File: src/shared/pao_cfg.svh
// register map, field positions and reset values of the port A override block
`ifndef PAO_CFG_SVH
`define PAO_CFG_SVH

`define PAO_OFS_CTRL 8'h00
`define PAO_OFS_STATUS 8'h04
`define PAO_OFS_MASK 8'h08
`define PAO_OFS_PINS 8'h0C

`define PAO_CTRL_GIE 0
`define PAO_CTRL_PCE 1
`define PAO_CTRL_CMP_DIS 2
`define PAO_CTRL_REF_SEL0 3
`define PAO_CTRL_CH_LO 4
`define PAO_CTRL_CH_HI 6
`define PAO_CTRL_W 7
`define PAO_CTRL_RST 7'h00

`define PAO_EVT_PCHG 0
`define PAO_EVT_W 1
`define PAO_EVT_RST 1'h0

`define PAO_PINS_IN_LO 0
`define PAO_PINS_EN_LO 8

`define PAO_BIT_CMP_NEG 7
`define PAO_BIT_CMP_POS 6
`define PAO_BIT_REF 3

`define PAO_PCI_PINS 8'hC8
`define PAO_REF_PINS 8'h08
`define PAO_CH_NONE 3'h7

`endif

File: src/shared/pao_pkg.sv
// types shared by the port A override block
`default_nettype none
package pao_pkg;
  typedef logic [7:0] pao_pins_type;
  typedef logic [2:0] pao_chan_type;
endpackage
`default_nettype wire

File: src/rtl/pao_chg_det.sv
// per-bit change detector with a per-bit enable
`timescale 1ns/1ps
`default_nettype none
module pao_chg_det #(
  parameter int WIDTH = 8
) (
  // clock and reset
  input wire logic clk,
  input wire logic rst_b,
  // sampled level and enables
  input wire logic [WIDTH-1:0] level,
  input wire logic [WIDTH-1:0] enable,
  // one-cycle change pulses
  output logic [WIDTH-1:0] change
);
  logic [WIDTH-1:0] prev_reg;

  always_ff @(posedge clk or negedge rst_b) begin
    if (!rst_b) begin
      prev_reg <= '0;
    end else begin
      prev_reg <= level;
    end
  end

  assign change = enable & (level ^ prev_reg);
endmodule
`default_nettype wire

File: src/rtl/pao_override.sv
// port A alternate function override logic with APB control and status
// Functional notes
// - only bits 7, 6, 3 raise the shared pin-change interrupt, outputs included.
// - only bits 7, 6, 3 get input-enable override; others no other override.
// - bit 3 alone has driver and pull-up overridden besides input enable.
// - bits 7, 6 input override enable is irq enable and comparator disabled.
// - bit 7 input stays enabled in sleep when its interrupt is enabled.
// - bit 6 input stays enabled in sleep when its interrupt is enabled.
// - bit 3 input stays enabled in sleep when its interrupt is enabled and it is not used as reference.
// - reference select bit0 forces bit 3 pull-up and driver off.
// - bit 3 input override enable is irq enable and reference select clear.
// - port irq enable needs global flag, pin-change enable, no masking function.
// - bits 0,1,2,4,5,6,7 map to channels 0..6; comparator and reference too.
// - input enable follows override value when enabled, otherwise sleep state.
// - pull-up follows override value regardless of direction, output, disable.
// - sleep clamps inputs unless an override keeps them enabled.
`timescale 1ns/1ps
`default_nettype none
`include "pao_cfg.svh"
module pao_override (
  // clock and reset
  input wire logic REF_CLK,
  input wire logic RST_B,
  // apb slave
  input wire logic PSEL,
  input wire logic PENABLE,
  input wire logic PWRITE,
  input wire logic [7:0] PADDR,
  input wire logic [31:0] PWDATA,
  output logic [31:0] PRDATA,
  output logic PREADY,
  output logic PSLVERR,
  // pads and generic port logic
  input wire logic [7:0] PAD_IN,
  input wire logic [7:0] PORT_DIR,
  input wire logic [7:0] PORT_OUT,
  input wire logic PULLUP_DISABLE,
  input wire logic SLEEP_CLAMP,
  // override signals
  output logic [7:0] PULLUP_OVERRIDE_EN,
  output logic [7:0] PULLUP_OVERRIDE_VAL,
  output logic [7:0] DIRECTION_OVERRIDE_EN,
  output logic [7:0] DIRECTION_OVERRIDE_VAL,
  output logic [7:0] OUTVALUE_OVERRIDE_EN,
  output logic [7:0] OUTVALUE_OVERRIDE_VAL,
  output logic [7:0] INPUT_ENABLE_OVERRIDE_EN,
  output logic [7:0] INPUT_ENABLE_OVERRIDE_VAL,
  // resolved pin controls
  output logic [7:0] PIN_PULLUP_EN,
  output logic [7:0] PIN_DRIVE_EN,
  output logic [7:0] PIN_DRIVE_VAL,
  output logic [7:0] PIN_INPUT_EN,
  // analog switch enables
  output logic [7:0] CONV_CHAN_CONNECT,
  output logic COMPARATOR_POS_INPUT,
  output logic COMPARATOR_NEG_INPUT,
  output logic CONVERTER_REFERENCE_PIN,
  // interrupts
  output logic SHARED_PIN_CHANGE_IRQ,
  output logic IRQ
);
  logic [`PAO_CTRL_W-1:0] ctrl_reg;
  logic [`PAO_EVT_W-1:0] status_reg;
  logic [`PAO_EVT_W-1:0] mask_reg;
  logic [`PAO_EVT_W-1:0] status_next;
  pao_pkg::pao_pins_type pad_sync;
  pao_pkg::pao_pins_type pin_change;
  pao_pkg::pao_pins_type pci_enable;
  pao_pkg::pao_pins_type die_oe;
  pao_pkg::pao_pins_type die_ov;
  pao_pkg::pao_pins_type pu_oe;
  pao_pkg::pao_pins_type dd_oe;
  pao_pkg::pao_pins_type chan_connect;
  pao_pkg::pao_chan_type chan_sel;
  logic gie;
  logic pce;
  logic comparator_disable_bit;
  logic reference_select_bit0;
  logic port_irq_enable;
  logic pchg_event;
  logic setup_phase;
  logic wr_access;
  logic addr_ok;
  logic [31:0] rd_data;

  assign gie = ctrl_reg[`PAO_CTRL_GIE];
  assign pce = ctrl_reg[`PAO_CTRL_PCE];
  assign comparator_disable_bit = ctrl_reg[`PAO_CTRL_CMP_DIS];
  assign reference_select_bit0 = ctrl_reg[`PAO_CTRL_REF_SEL0];
  assign chan_sel = ctrl_reg[`PAO_CTRL_CH_HI:`PAO_CTRL_CH_LO];

  // apb decode; every access is answered in its first access cycle
  assign setup_phase = PSEL && !PENABLE;
  assign wr_access = PSEL && PENABLE && PREADY && PWRITE;
  assign addr_ok = (PADDR == `PAO_OFS_CTRL) || (PADDR == `PAO_OFS_STATUS) ||
                   (PADDR == `PAO_OFS_MASK) || (PADDR == `PAO_OFS_PINS);

  always_comb begin
    rd_data = 32'h00000000;
    case (PADDR)
      `PAO_OFS_CTRL: begin
        rd_data[`PAO_CTRL_W-1:0] = ctrl_reg;
      end
      `PAO_OFS_STATUS: begin
        rd_data[`PAO_EVT_W-1:0] = status_reg;
      end
      `PAO_OFS_MASK: begin
        rd_data[`PAO_EVT_W-1:0] = mask_reg;
      end
      `PAO_OFS_PINS: begin
        rd_data[`PAO_PINS_IN_LO+7:`PAO_PINS_IN_LO] = pad_sync;
        rd_data[`PAO_PINS_EN_LO+7:`PAO_PINS_EN_LO] = PIN_INPUT_EN;
      end
      default: begin
        rd_data = 32'h00000000;
      end
    endcase
  end

  always_ff @(posedge REF_CLK or negedge RST_B) begin
    if (!RST_B) begin
      PREADY <= 1'b0;
      PSLVERR <= 1'b0;
      PRDATA <= 32'h00000000;
    end else begin
      PREADY <= setup_phase;
      PSLVERR <= setup_phase && !addr_ok;
      if (setup_phase && !PWRITE) begin
        PRDATA <= rd_data;
      end
    end
  end

  always_ff @(posedge REF_CLK or negedge RST_B) begin
    if (!RST_B) begin
      ctrl_reg <= `PAO_CTRL_RST;
    end else if (wr_access && PADDR == `PAO_OFS_CTRL) begin
      ctrl_reg <= PWDATA[`PAO_CTRL_W-1:0];
    end
  end

  always_ff @(posedge REF_CLK or negedge RST_B) begin
    if (!RST_B) begin
      mask_reg <= `PAO_EVT_RST;
    end else if (wr_access && PADDR == `PAO_OFS_MASK) begin
      mask_reg <= PWDATA[`PAO_EVT_W-1:0];
    end
  end

  // write-one-to-clear; a change in the clearing cycle keeps the flag set
  always_comb begin
    status_next = status_reg;
    if (wr_access && PADDR == `PAO_OFS_STATUS) begin
      status_next = status_reg & ~PWDATA[`PAO_EVT_W-1:0];
    end
    status_next[`PAO_EVT_PCHG] = status_next[`PAO_EVT_PCHG] | pchg_event;
  end

  always_ff @(posedge REF_CLK or negedge RST_B) begin
    if (!RST_B) begin
      status_reg <= `PAO_EVT_RST;
      IRQ <= 1'b0;
    end else begin
      status_reg <= status_next;
      IRQ <= |(status_next & mask_reg);
    end
  end

  // interrupt enable and per-pin masking by the alternate functions
  assign port_irq_enable = gie && pce;
  always_comb begin
    pci_enable = 8'h00;
    pci_enable[`PAO_BIT_CMP_NEG] = port_irq_enable && comparator_disable_bit;
    pci_enable[`PAO_BIT_CMP_POS] = port_irq_enable && comparator_disable_bit;
    pci_enable[`PAO_BIT_REF] = port_irq_enable && !reference_select_bit0;
  end

  assign die_oe = pci_enable & `PAO_PCI_PINS;
  assign die_ov = `PAO_PCI_PINS;
  assign pu_oe = reference_select_bit0 ? `PAO_REF_PINS : 8'h00;
  assign dd_oe = reference_select_bit0 ? `PAO_REF_PINS : 8'h00;

  always_ff @(posedge REF_CLK or negedge RST_B) begin
    if (!RST_B) begin
      PULLUP_OVERRIDE_EN <= 8'h00;
      PULLUP_OVERRIDE_VAL <= 8'h00;
      DIRECTION_OVERRIDE_EN <= 8'h00;
      DIRECTION_OVERRIDE_VAL <= 8'h00;
      OUTVALUE_OVERRIDE_EN <= 8'h00;
      OUTVALUE_OVERRIDE_VAL <= 8'h00;
      INPUT_ENABLE_OVERRIDE_EN <= 8'h00;
      INPUT_ENABLE_OVERRIDE_VAL <= 8'h00;
    end else begin
      PULLUP_OVERRIDE_EN <= pu_oe;
      PULLUP_OVERRIDE_VAL <= 8'h00;
      DIRECTION_OVERRIDE_EN <= dd_oe;
      DIRECTION_OVERRIDE_VAL <= 8'h00;
      OUTVALUE_OVERRIDE_EN <= 8'h00;
      OUTVALUE_OVERRIDE_VAL <= 8'h00;
      INPUT_ENABLE_OVERRIDE_EN <= die_oe;
      INPUT_ENABLE_OVERRIDE_VAL <= die_ov;
    end
  end

  // resolved controls as the generic pin logic applies them
  always_ff @(posedge REF_CLK or negedge RST_B) begin
    if (!RST_B) begin
      PIN_PULLUP_EN <= 8'h00;
      PIN_DRIVE_EN <= 8'h00;
      PIN_DRIVE_VAL <= 8'h00;
      PIN_INPUT_EN <= 8'h00;
    end else begin
      PIN_PULLUP_EN <= (pu_oe & 8'h00) |
                       (~pu_oe & ~PORT_DIR & PORT_OUT & {8{!PULLUP_DISABLE}});
      PIN_DRIVE_EN <= (dd_oe & 8'h00) | (~dd_oe & PORT_DIR);
      PIN_DRIVE_VAL <= PORT_OUT;
      PIN_INPUT_EN <= (die_oe & die_ov) | (~die_oe & {8{!SLEEP_CLAMP}});
    end
  end

  // converter channel map over bits 0,1,2,4,5,6,7
  always_comb begin
    chan_connect = 8'h00;
    case (chan_sel)
      3'h0: chan_connect[0] = 1'b1;
      3'h1: chan_connect[1] = 1'b1;
      3'h2: chan_connect[2] = 1'b1;
      3'h3: chan_connect[4] = 1'b1;
      3'h4: chan_connect[5] = 1'b1;
      3'h5: chan_connect[6] = 1'b1;
      3'h6: chan_connect[7] = 1'b1;
      default: chan_connect = 8'h00;
    endcase
  end

  always_ff @(posedge REF_CLK or negedge RST_B) begin
    if (!RST_B) begin
      CONV_CHAN_CONNECT <= 8'h00;
      COMPARATOR_POS_INPUT <= 1'b0;
      COMPARATOR_NEG_INPUT <= 1'b0;
      CONVERTER_REFERENCE_PIN <= 1'b0;
    end else begin
      CONV_CHAN_CONNECT <= chan_connect;
      COMPARATOR_POS_INPUT <= !comparator_disable_bit;
      COMPARATOR_NEG_INPUT <= !comparator_disable_bit;
      CONVERTER_REFERENCE_PIN <= reference_select_bit0;
    end
  end

  // pin-change path: pads are synchronised, gated by input enable
  pao_sync #(
    .WIDTH(8)
  ) u_pad_sync (
    .clk(REF_CLK),
    .rst_b(RST_B),
    .async_in(PAD_IN),
    .sync_out(pad_sync)
  );

  pao_chg_det #(
    .WIDTH(8)
  ) u_chg_det (
    .clk(REF_CLK),
    .rst_b(RST_B),
    .level(pad_sync & PIN_INPUT_EN),
    .enable(pci_enable),
    .change(pin_change)
  );

  assign pchg_event = |(pin_change & `PAO_PCI_PINS);

  always_ff @(posedge REF_CLK or negedge RST_B) begin
    if (!RST_B) begin
      SHARED_PIN_CHANGE_IRQ <= 1'b0;
    end else begin
      SHARED_PIN_CHANGE_IRQ <= pchg_event;
    end
  end
endmodule
`default_nettype wire

File: src/rtl/pao_sync.sv
// two-stage synchroniser for a vector of asynchronous levels
`timescale 1ns/1ps
`default_nettype none
module pao_sync #(
  parameter int WIDTH = 8
) (
  // clock and reset
  input wire logic clk,
  input wire logic rst_b,
  // levels
  input wire logic [WIDTH-1:0] async_in,
  output logic [WIDTH-1:0] sync_out
);
  logic [WIDTH-1:0] stage1_reg;

  always_ff @(posedge clk or negedge rst_b) begin
    if (!rst_b) begin
      stage1_reg <= '0;
      sync_out <= '0;
    end else begin
      stage1_reg <= async_in;
      sync_out <= stage1_reg;
    end
  end
endmodule
`default_nettype wire

File: config.mk
export PLATFORM = sky130hd
export DESIGN_NAME = pao_override
export DESIGN_NICKNAME = d
export VERILOG_FILES = /design/src/shared/pao_pkg.sv /design/src/rtl/pao_chg_det.sv /design/src/rtl/pao_override.sv /design/src/rtl/pao_sync.sv
export VERILOG_INCLUDE_DIRS = /design/src /design/src/shared
export SDC_FILE = /design/constraint.sdc
export NUM_CORES = 1
export LEC_CHECK = 0
export ABC_CLOCK_PERIOD_IN_PS = 2050
export BUFFER_PORTS_ARGS = -buffer_cell sky130_fd_sc_hd__buf_4
export CORE_AREA = 4 4 96 98
export CTS_CLUSTER_SIZE = 16
export DETAILED_ROUTE_END_ITERATION = 8
export DIE_AREA = 0 0 100 102
export PLACE_DENSITY = 0.91
export REMOVE_ABC_BUFFERS = 1
export SETUP_SLACK_MARGIN = 0.15
export SLEW_MARGIN = 25
export SYNTH_ARGS = -nofsm -noshare
export SYNTH_HDL_FRONTEND = slang
export SYNTH_HIERARCHICAL = 1
export SYNTH_SLANG_ARGS = --single-unit
File: constraint.sdc
create_clock -name REF_CLK -period 2.05 [get_ports REF_CLK]
set_clock_uncertainty 0.1 [all_clocks]
set_input_delay 0 -clock REF_CLK [delete_from_list [all_inputs] [get_ports REF_CLK]]
set_output_delay 0 -clock REF_CLK [all_outputs]
set_load 0.02 [all_outputs]
==> flow_summary.ini, run 1 <==
[outcome]
status = completed

[drt]
antenna_left = 0
drt_iter0_drc = 85
viasPerCell = 4.211
firstDrtPassIters = 4
vias = 2194
wl_per_cell_um = 14.31
drc = 0
routed_wl_um = 7457

[floorplan]
std_cell_rows = 34
die_area_mm2 = 0.01020
dieHeight_um = 102
core_area_mm2 = 0.008466
initial_utilization_pct = 40.04
dieWidth_um = 100
io_pins = 214

[timing]
rsz0062_at_grt = no
drv_slew = 0
fin_crit_ps = 1846
fmax_mhz = 541.6
setup_viol = 0
fin_crit_sh_pct = 90.06
hold_viol = 0
setup_tns_ps = 0

[worst_setup_path]
reg2reg_depth = 5
crit_arrival_ps = 1970
crit_fanout = 7
critPathLaunchType = input port
cp.required_ps = 2180
crit_type = input port to flip-flop
crit_path_end_kind = flip-flop

[layout]
final_core_util_pct = 54.60
final_cells = 521
fill_cells = 690
insertedDiodeCount = 0
largest_reg_flops = 11
largest_register = PRDATA
drive_gt1_share_pct = 35.59
area_growth_pct = 36.36
nets = 479

[grt]
gr-total-overflow = 0
grt_pass1_wl_um = 11450
grt_pass1_vias = 2336
grt_use_total_pct = 14.49
grt_max_degree = 46
antenna_found_initial = 0

[place]
place.port_buffers = 115
place_congestion = 0.7054
place_hpwl_um = 5328
numPlacedInstances = 464

[synthesis]
syn_avg_cell_area_um2 = 12.99
synth_area_mm2 = 0.003390
synth_cells = 261
yosysWarningCount = 6

[clock_network]
cts_tree = built
cts_max_path_buffers = 2
postCtsSetupBuffers = 0
path_clk_slew_ps = 80
cts-root-buf = clkbuf_8
cts_buffers = 9
clock-sinks = 82
htree_levels = 3
clk_latency_ps = 340

[power]
ir_drop_mv = 0.4012
cellPowerDensity_mw_per_mm2 = 715.0
p_leak_nw = 2.398

[min_path]
holdPathStages = 4
hold_path.class = input port to flip-flop

[flow_run]
maxCapViolations = 0
-- report_power, final --
part / internal (mW) / switching (mW)
sequential: 1.66 / 0.0205
clock: 0.628 / 0.550
combinational: 0.172 / 0.270
total: 2.46 / 0.840
-- placed cells by master, fill, tap and decap left out, types with 2 or more instances in the layout --
cell type / instances
or3_1: 2
dfrtp_1: 82
dlygate4sd3_1: 41
nor3b_1: 10
a221o_1: 6
buf_4: 116
and2_1: 9
o21ai_0: 3
and3b_1: 2
mux2_2: 8
a22o_1: 5
conb_1: 74
nand2_1: 4
xor2_1: 3
inv_1: 2
nor2b_1: 2
clkbuf_8: 11
nor2_1: 4
nor4_1: 2
clkinvlp_4: 2
and2_0: 4
-- per-stage QoR --
stage                     hold WS (ps)  total power, mW  setup WS [ps]  cell area (µm²)
final                            25.02            3.305          203.7             4622
after global routing             29.95            3.457          183.6             4622
after CTS                        7.822            3.346          205.4             4618
after detailed placement        -106.4            2.095          279.7             4003
after global placement          -127.9            2.086          296.8             4003
after floorplan                 -395.6            1.906          183.6             2969
-- critical path, stage by stage --
cell	delay, ps
dlygate4sd3_1	540
buf_4	140
or4_4	460
nor4_4	310
buf_6	180
mux2_2	350
-- cell type report --
cell class | count | area [µm²] | share of cell area [%]
Sequential cell | 82 | 2052 | 44.40
Clock inverter | 4 | 50.05 | 1.083
Multi-Input combinational cell | 154 | 909.6 | 19.68
Inverter | 2 | 7.507 | 0.1624
Tap cell | 108 | 135.1 | 2.924
Clock buffer | 12 | 155.1 | 3.357
Timing Repair Buffer | 159 | 1313 | 28.40
-- final timing paths --
| path | from | to | slack [ps] |
|---|---|---|---|
| worst min-delay path | PADDR[7] | mask_reg | 30 |
| worst min register to register | u_pad_sync/stage1_reg[4] | u_pad_sync/sync_out[4] | 250 |
| worst max-delay path | PADDR[4] | ctrl_reg[4] | 200 |
| worst max register to register | PIN_INPUT_EN[6] | IRQ | 280 |
| max in group asynchronous | RST_B | u_pad_sync/sync_out[6] | 1180 |
| min in group asynchronous | RST_B | PIN_PULLUP_EN[5] | 60 |
-- metal layers --
metal / track usage [%] / share of wire, %
met4: 4.041 / 1.0
met3: 5.734 / 10
met2: 26.58 / 53
met1: 15.54 / 36
met5: 0 / 0
-- repair_timing --
item | 4_1_cts | 5_1_grt
resized for setup | 0 | 1
endpoints found under the hold margin | 130 | 0
setup endpoints to repair | 0 | 1
hold buffers | 41 | 0
Power figures use the tool's default switching activity.
==> run 2, diff against run 1 <==
- ABC_AREA: unset -> 1
- ABC_CLOCK_PERIOD_IN_PS: 2050 -> 1870
- CELL_PAD_IN_SITES_DETAIL_PLACEMENT: unset -> 1
- CELL_PAD_IN_SITES_GLOBAL_PLACEMENT: unset -> 1
- CORE_AREA: 4 4 96 98 -> 4 4 113 115
- DIE_AREA: 0 0 100 102 -> 0 0 117 119
- clock period: 2.05 -> 1.87 ns (I/O delays scaled with it)
==> run 2 against run 1 <==
- design area is 3.8% higher
- critical path depth is 1 lower
- worst setup slack better by 120 ps
- synthesized area is 2.4% higher
==> flow_summary.ini, run 2 <==
[worst_setup_path]
cp.required_ps = 2040
crit_type = flip-flop to flip-flop
crit_fanout = 5
crit_path_end_kind = flip-flop
crit_path_start = PREADY
r2r_start = PREADY
critPathLaunchType = flip-flop
crit_arrival_ps = 1720

[flow_run]
maxCapViolations = 0

[clock_network]
cts_hold_buf = 37
cts-root-buf = clkbuf_16
postCtsSetupBuffers = 0
htree_levels = 3
cts_max_path_buffers = 2
clock-sinks = 82
cts_resized = 0
cts_buffers = 9
cts_tree = built
path_clk_slew_ps = 60
clk_latency_ps = 330

[timing]
fmax_mhz = 644.8
rsz0062_at_grt = no
fin_crit_ps = 1551
setup_viol = 0
fin_crit_sh_pct = 82.94
hold_viol = 0
setup_tns_ps = 0
drv_slew = 0

[power]
p_leak_nw = 2.504
cellPowerDensity_mw_per_mm2 = 891.3
ir_drop_mv = 0.4793

[layout]
largest_reg_flops = 11
regArea_mm2 = 0.002052
nets = 540
largest_register = PRDATA
multi_input_area_um2 = 903.4
drive_gt1_share_pct = 30.80
fill_cells = 1337
insertedDiodeCount = 0
layout_common_cells = buf_4 (117), dfrtp_1 (82), conb_1 (74)
final_cells = 621
final_common_cell = buf_4
area_growth_pct = 38.28

[drt]
drc = 0
firstDrtPassIters = 4
antenna_left = 0
vias = 2480
viasPerCell = 3.994
routed_wl_um = 8989
drt_iter0_drc = 69
wl_per_cell_um = 14.48

[grt]
grt_pass1_wl_um = 14010
grt_use_total_pct = 13.32
gr-total-overflow = 0
antenna_found_initial = 0
grt_pass1_vias = 2676
grt_max_degree = 50

[floorplan]
std_cell_rows = 40
core_area_mm2 = 0.01181
dieWidth_um = 117
die_area_mm2 = 0.01392
dieHeight_um = 119
io_pins = 214
initial_utilization_pct = 29.39

[place]
numPlacedInstances = 568
place.port_buffers = 115
place_congestion = 0.7935
place_hpwl_um = 6616

[synthesis]
synth_cells = 325
yosysWarningCount = 6
syn_avg_cell_area_um2 = 10.68
synth_area_mm2 = 0.003471

[outcome]
status = completed

[min_path]
hold_path.class = input port to flip-flop
worstHoldStart = PADDR[4]
-- run 2: metrics by stage --
stage | util (%) | power, mW | hold slack (ps) | instance area (µm²) | setup WS, ps
finish | 40.64 | 4.278 | 35.54 | 4800 | 319.0
detailed placement | 34.85 | 2.437 | -123.6 | 4116 | 330.1
floorplan | - | 2.176 | -395.6 | 3034 | 395.1
global route | 40.64 | 4.478 | 59.07 | 4800 | 219.2
global placement | 34.85 | 2.422 | -138.8 | 4116 | 339.1
CTS | 40.64 | 4.333 | 0.09204 | 4800 | 308.8
-- run 2: cell type report --
class,count,share of cell area [%]
inverters,21,1.642
clock inverters,5,1.251
multi-input cells,200,18.82
clock buffers,11,5.266
repair buffers,155,26.43
well taps,147,3.832
flip-flops and latches,82,42.75
-- run 2: metal layers --
layer | track usage [%] | up-vias | routed length (µm)
li1 | - | 1151 | -
met1 | 14.18 | 1192 | 3152
met2 | 22.40 | 127 | 4708
met3 | 6.809 | 10 | 978
met4 | 4.731 | 0 | 149
met5 | 0 | - | 0
-- run 2: report_power, final --
part           switching [mW]  internal, mW
Sequential             0.0358          1.85
Combinational           0.363         0.222
Clock                   0.697          1.11
-- run 2: path summary, 6_finish.rpt --
kind	end	slack (ps)	depth (start not counted)
setup / recovery	ctrl_reg[1]	320	5
hold / removal	mask_reg	40	6
setup reg to reg	ctrl_reg[1]	320	5
hold reg to reg	u_pad_sync/sync_out[7]	250	0
max in group asynchronous	ctrl_reg[6]	1000	3
min in group asynchronous	PIN_DRIVE_VAL[7]	60	2
-- run 2: critical path: stages (launching register included) --
cell and delay [ps]:
dfrtp_1 360, nand3_1 130, nor2_4 160, nand3_1 100, dlygate4sd3_1 570, nand2_1 80
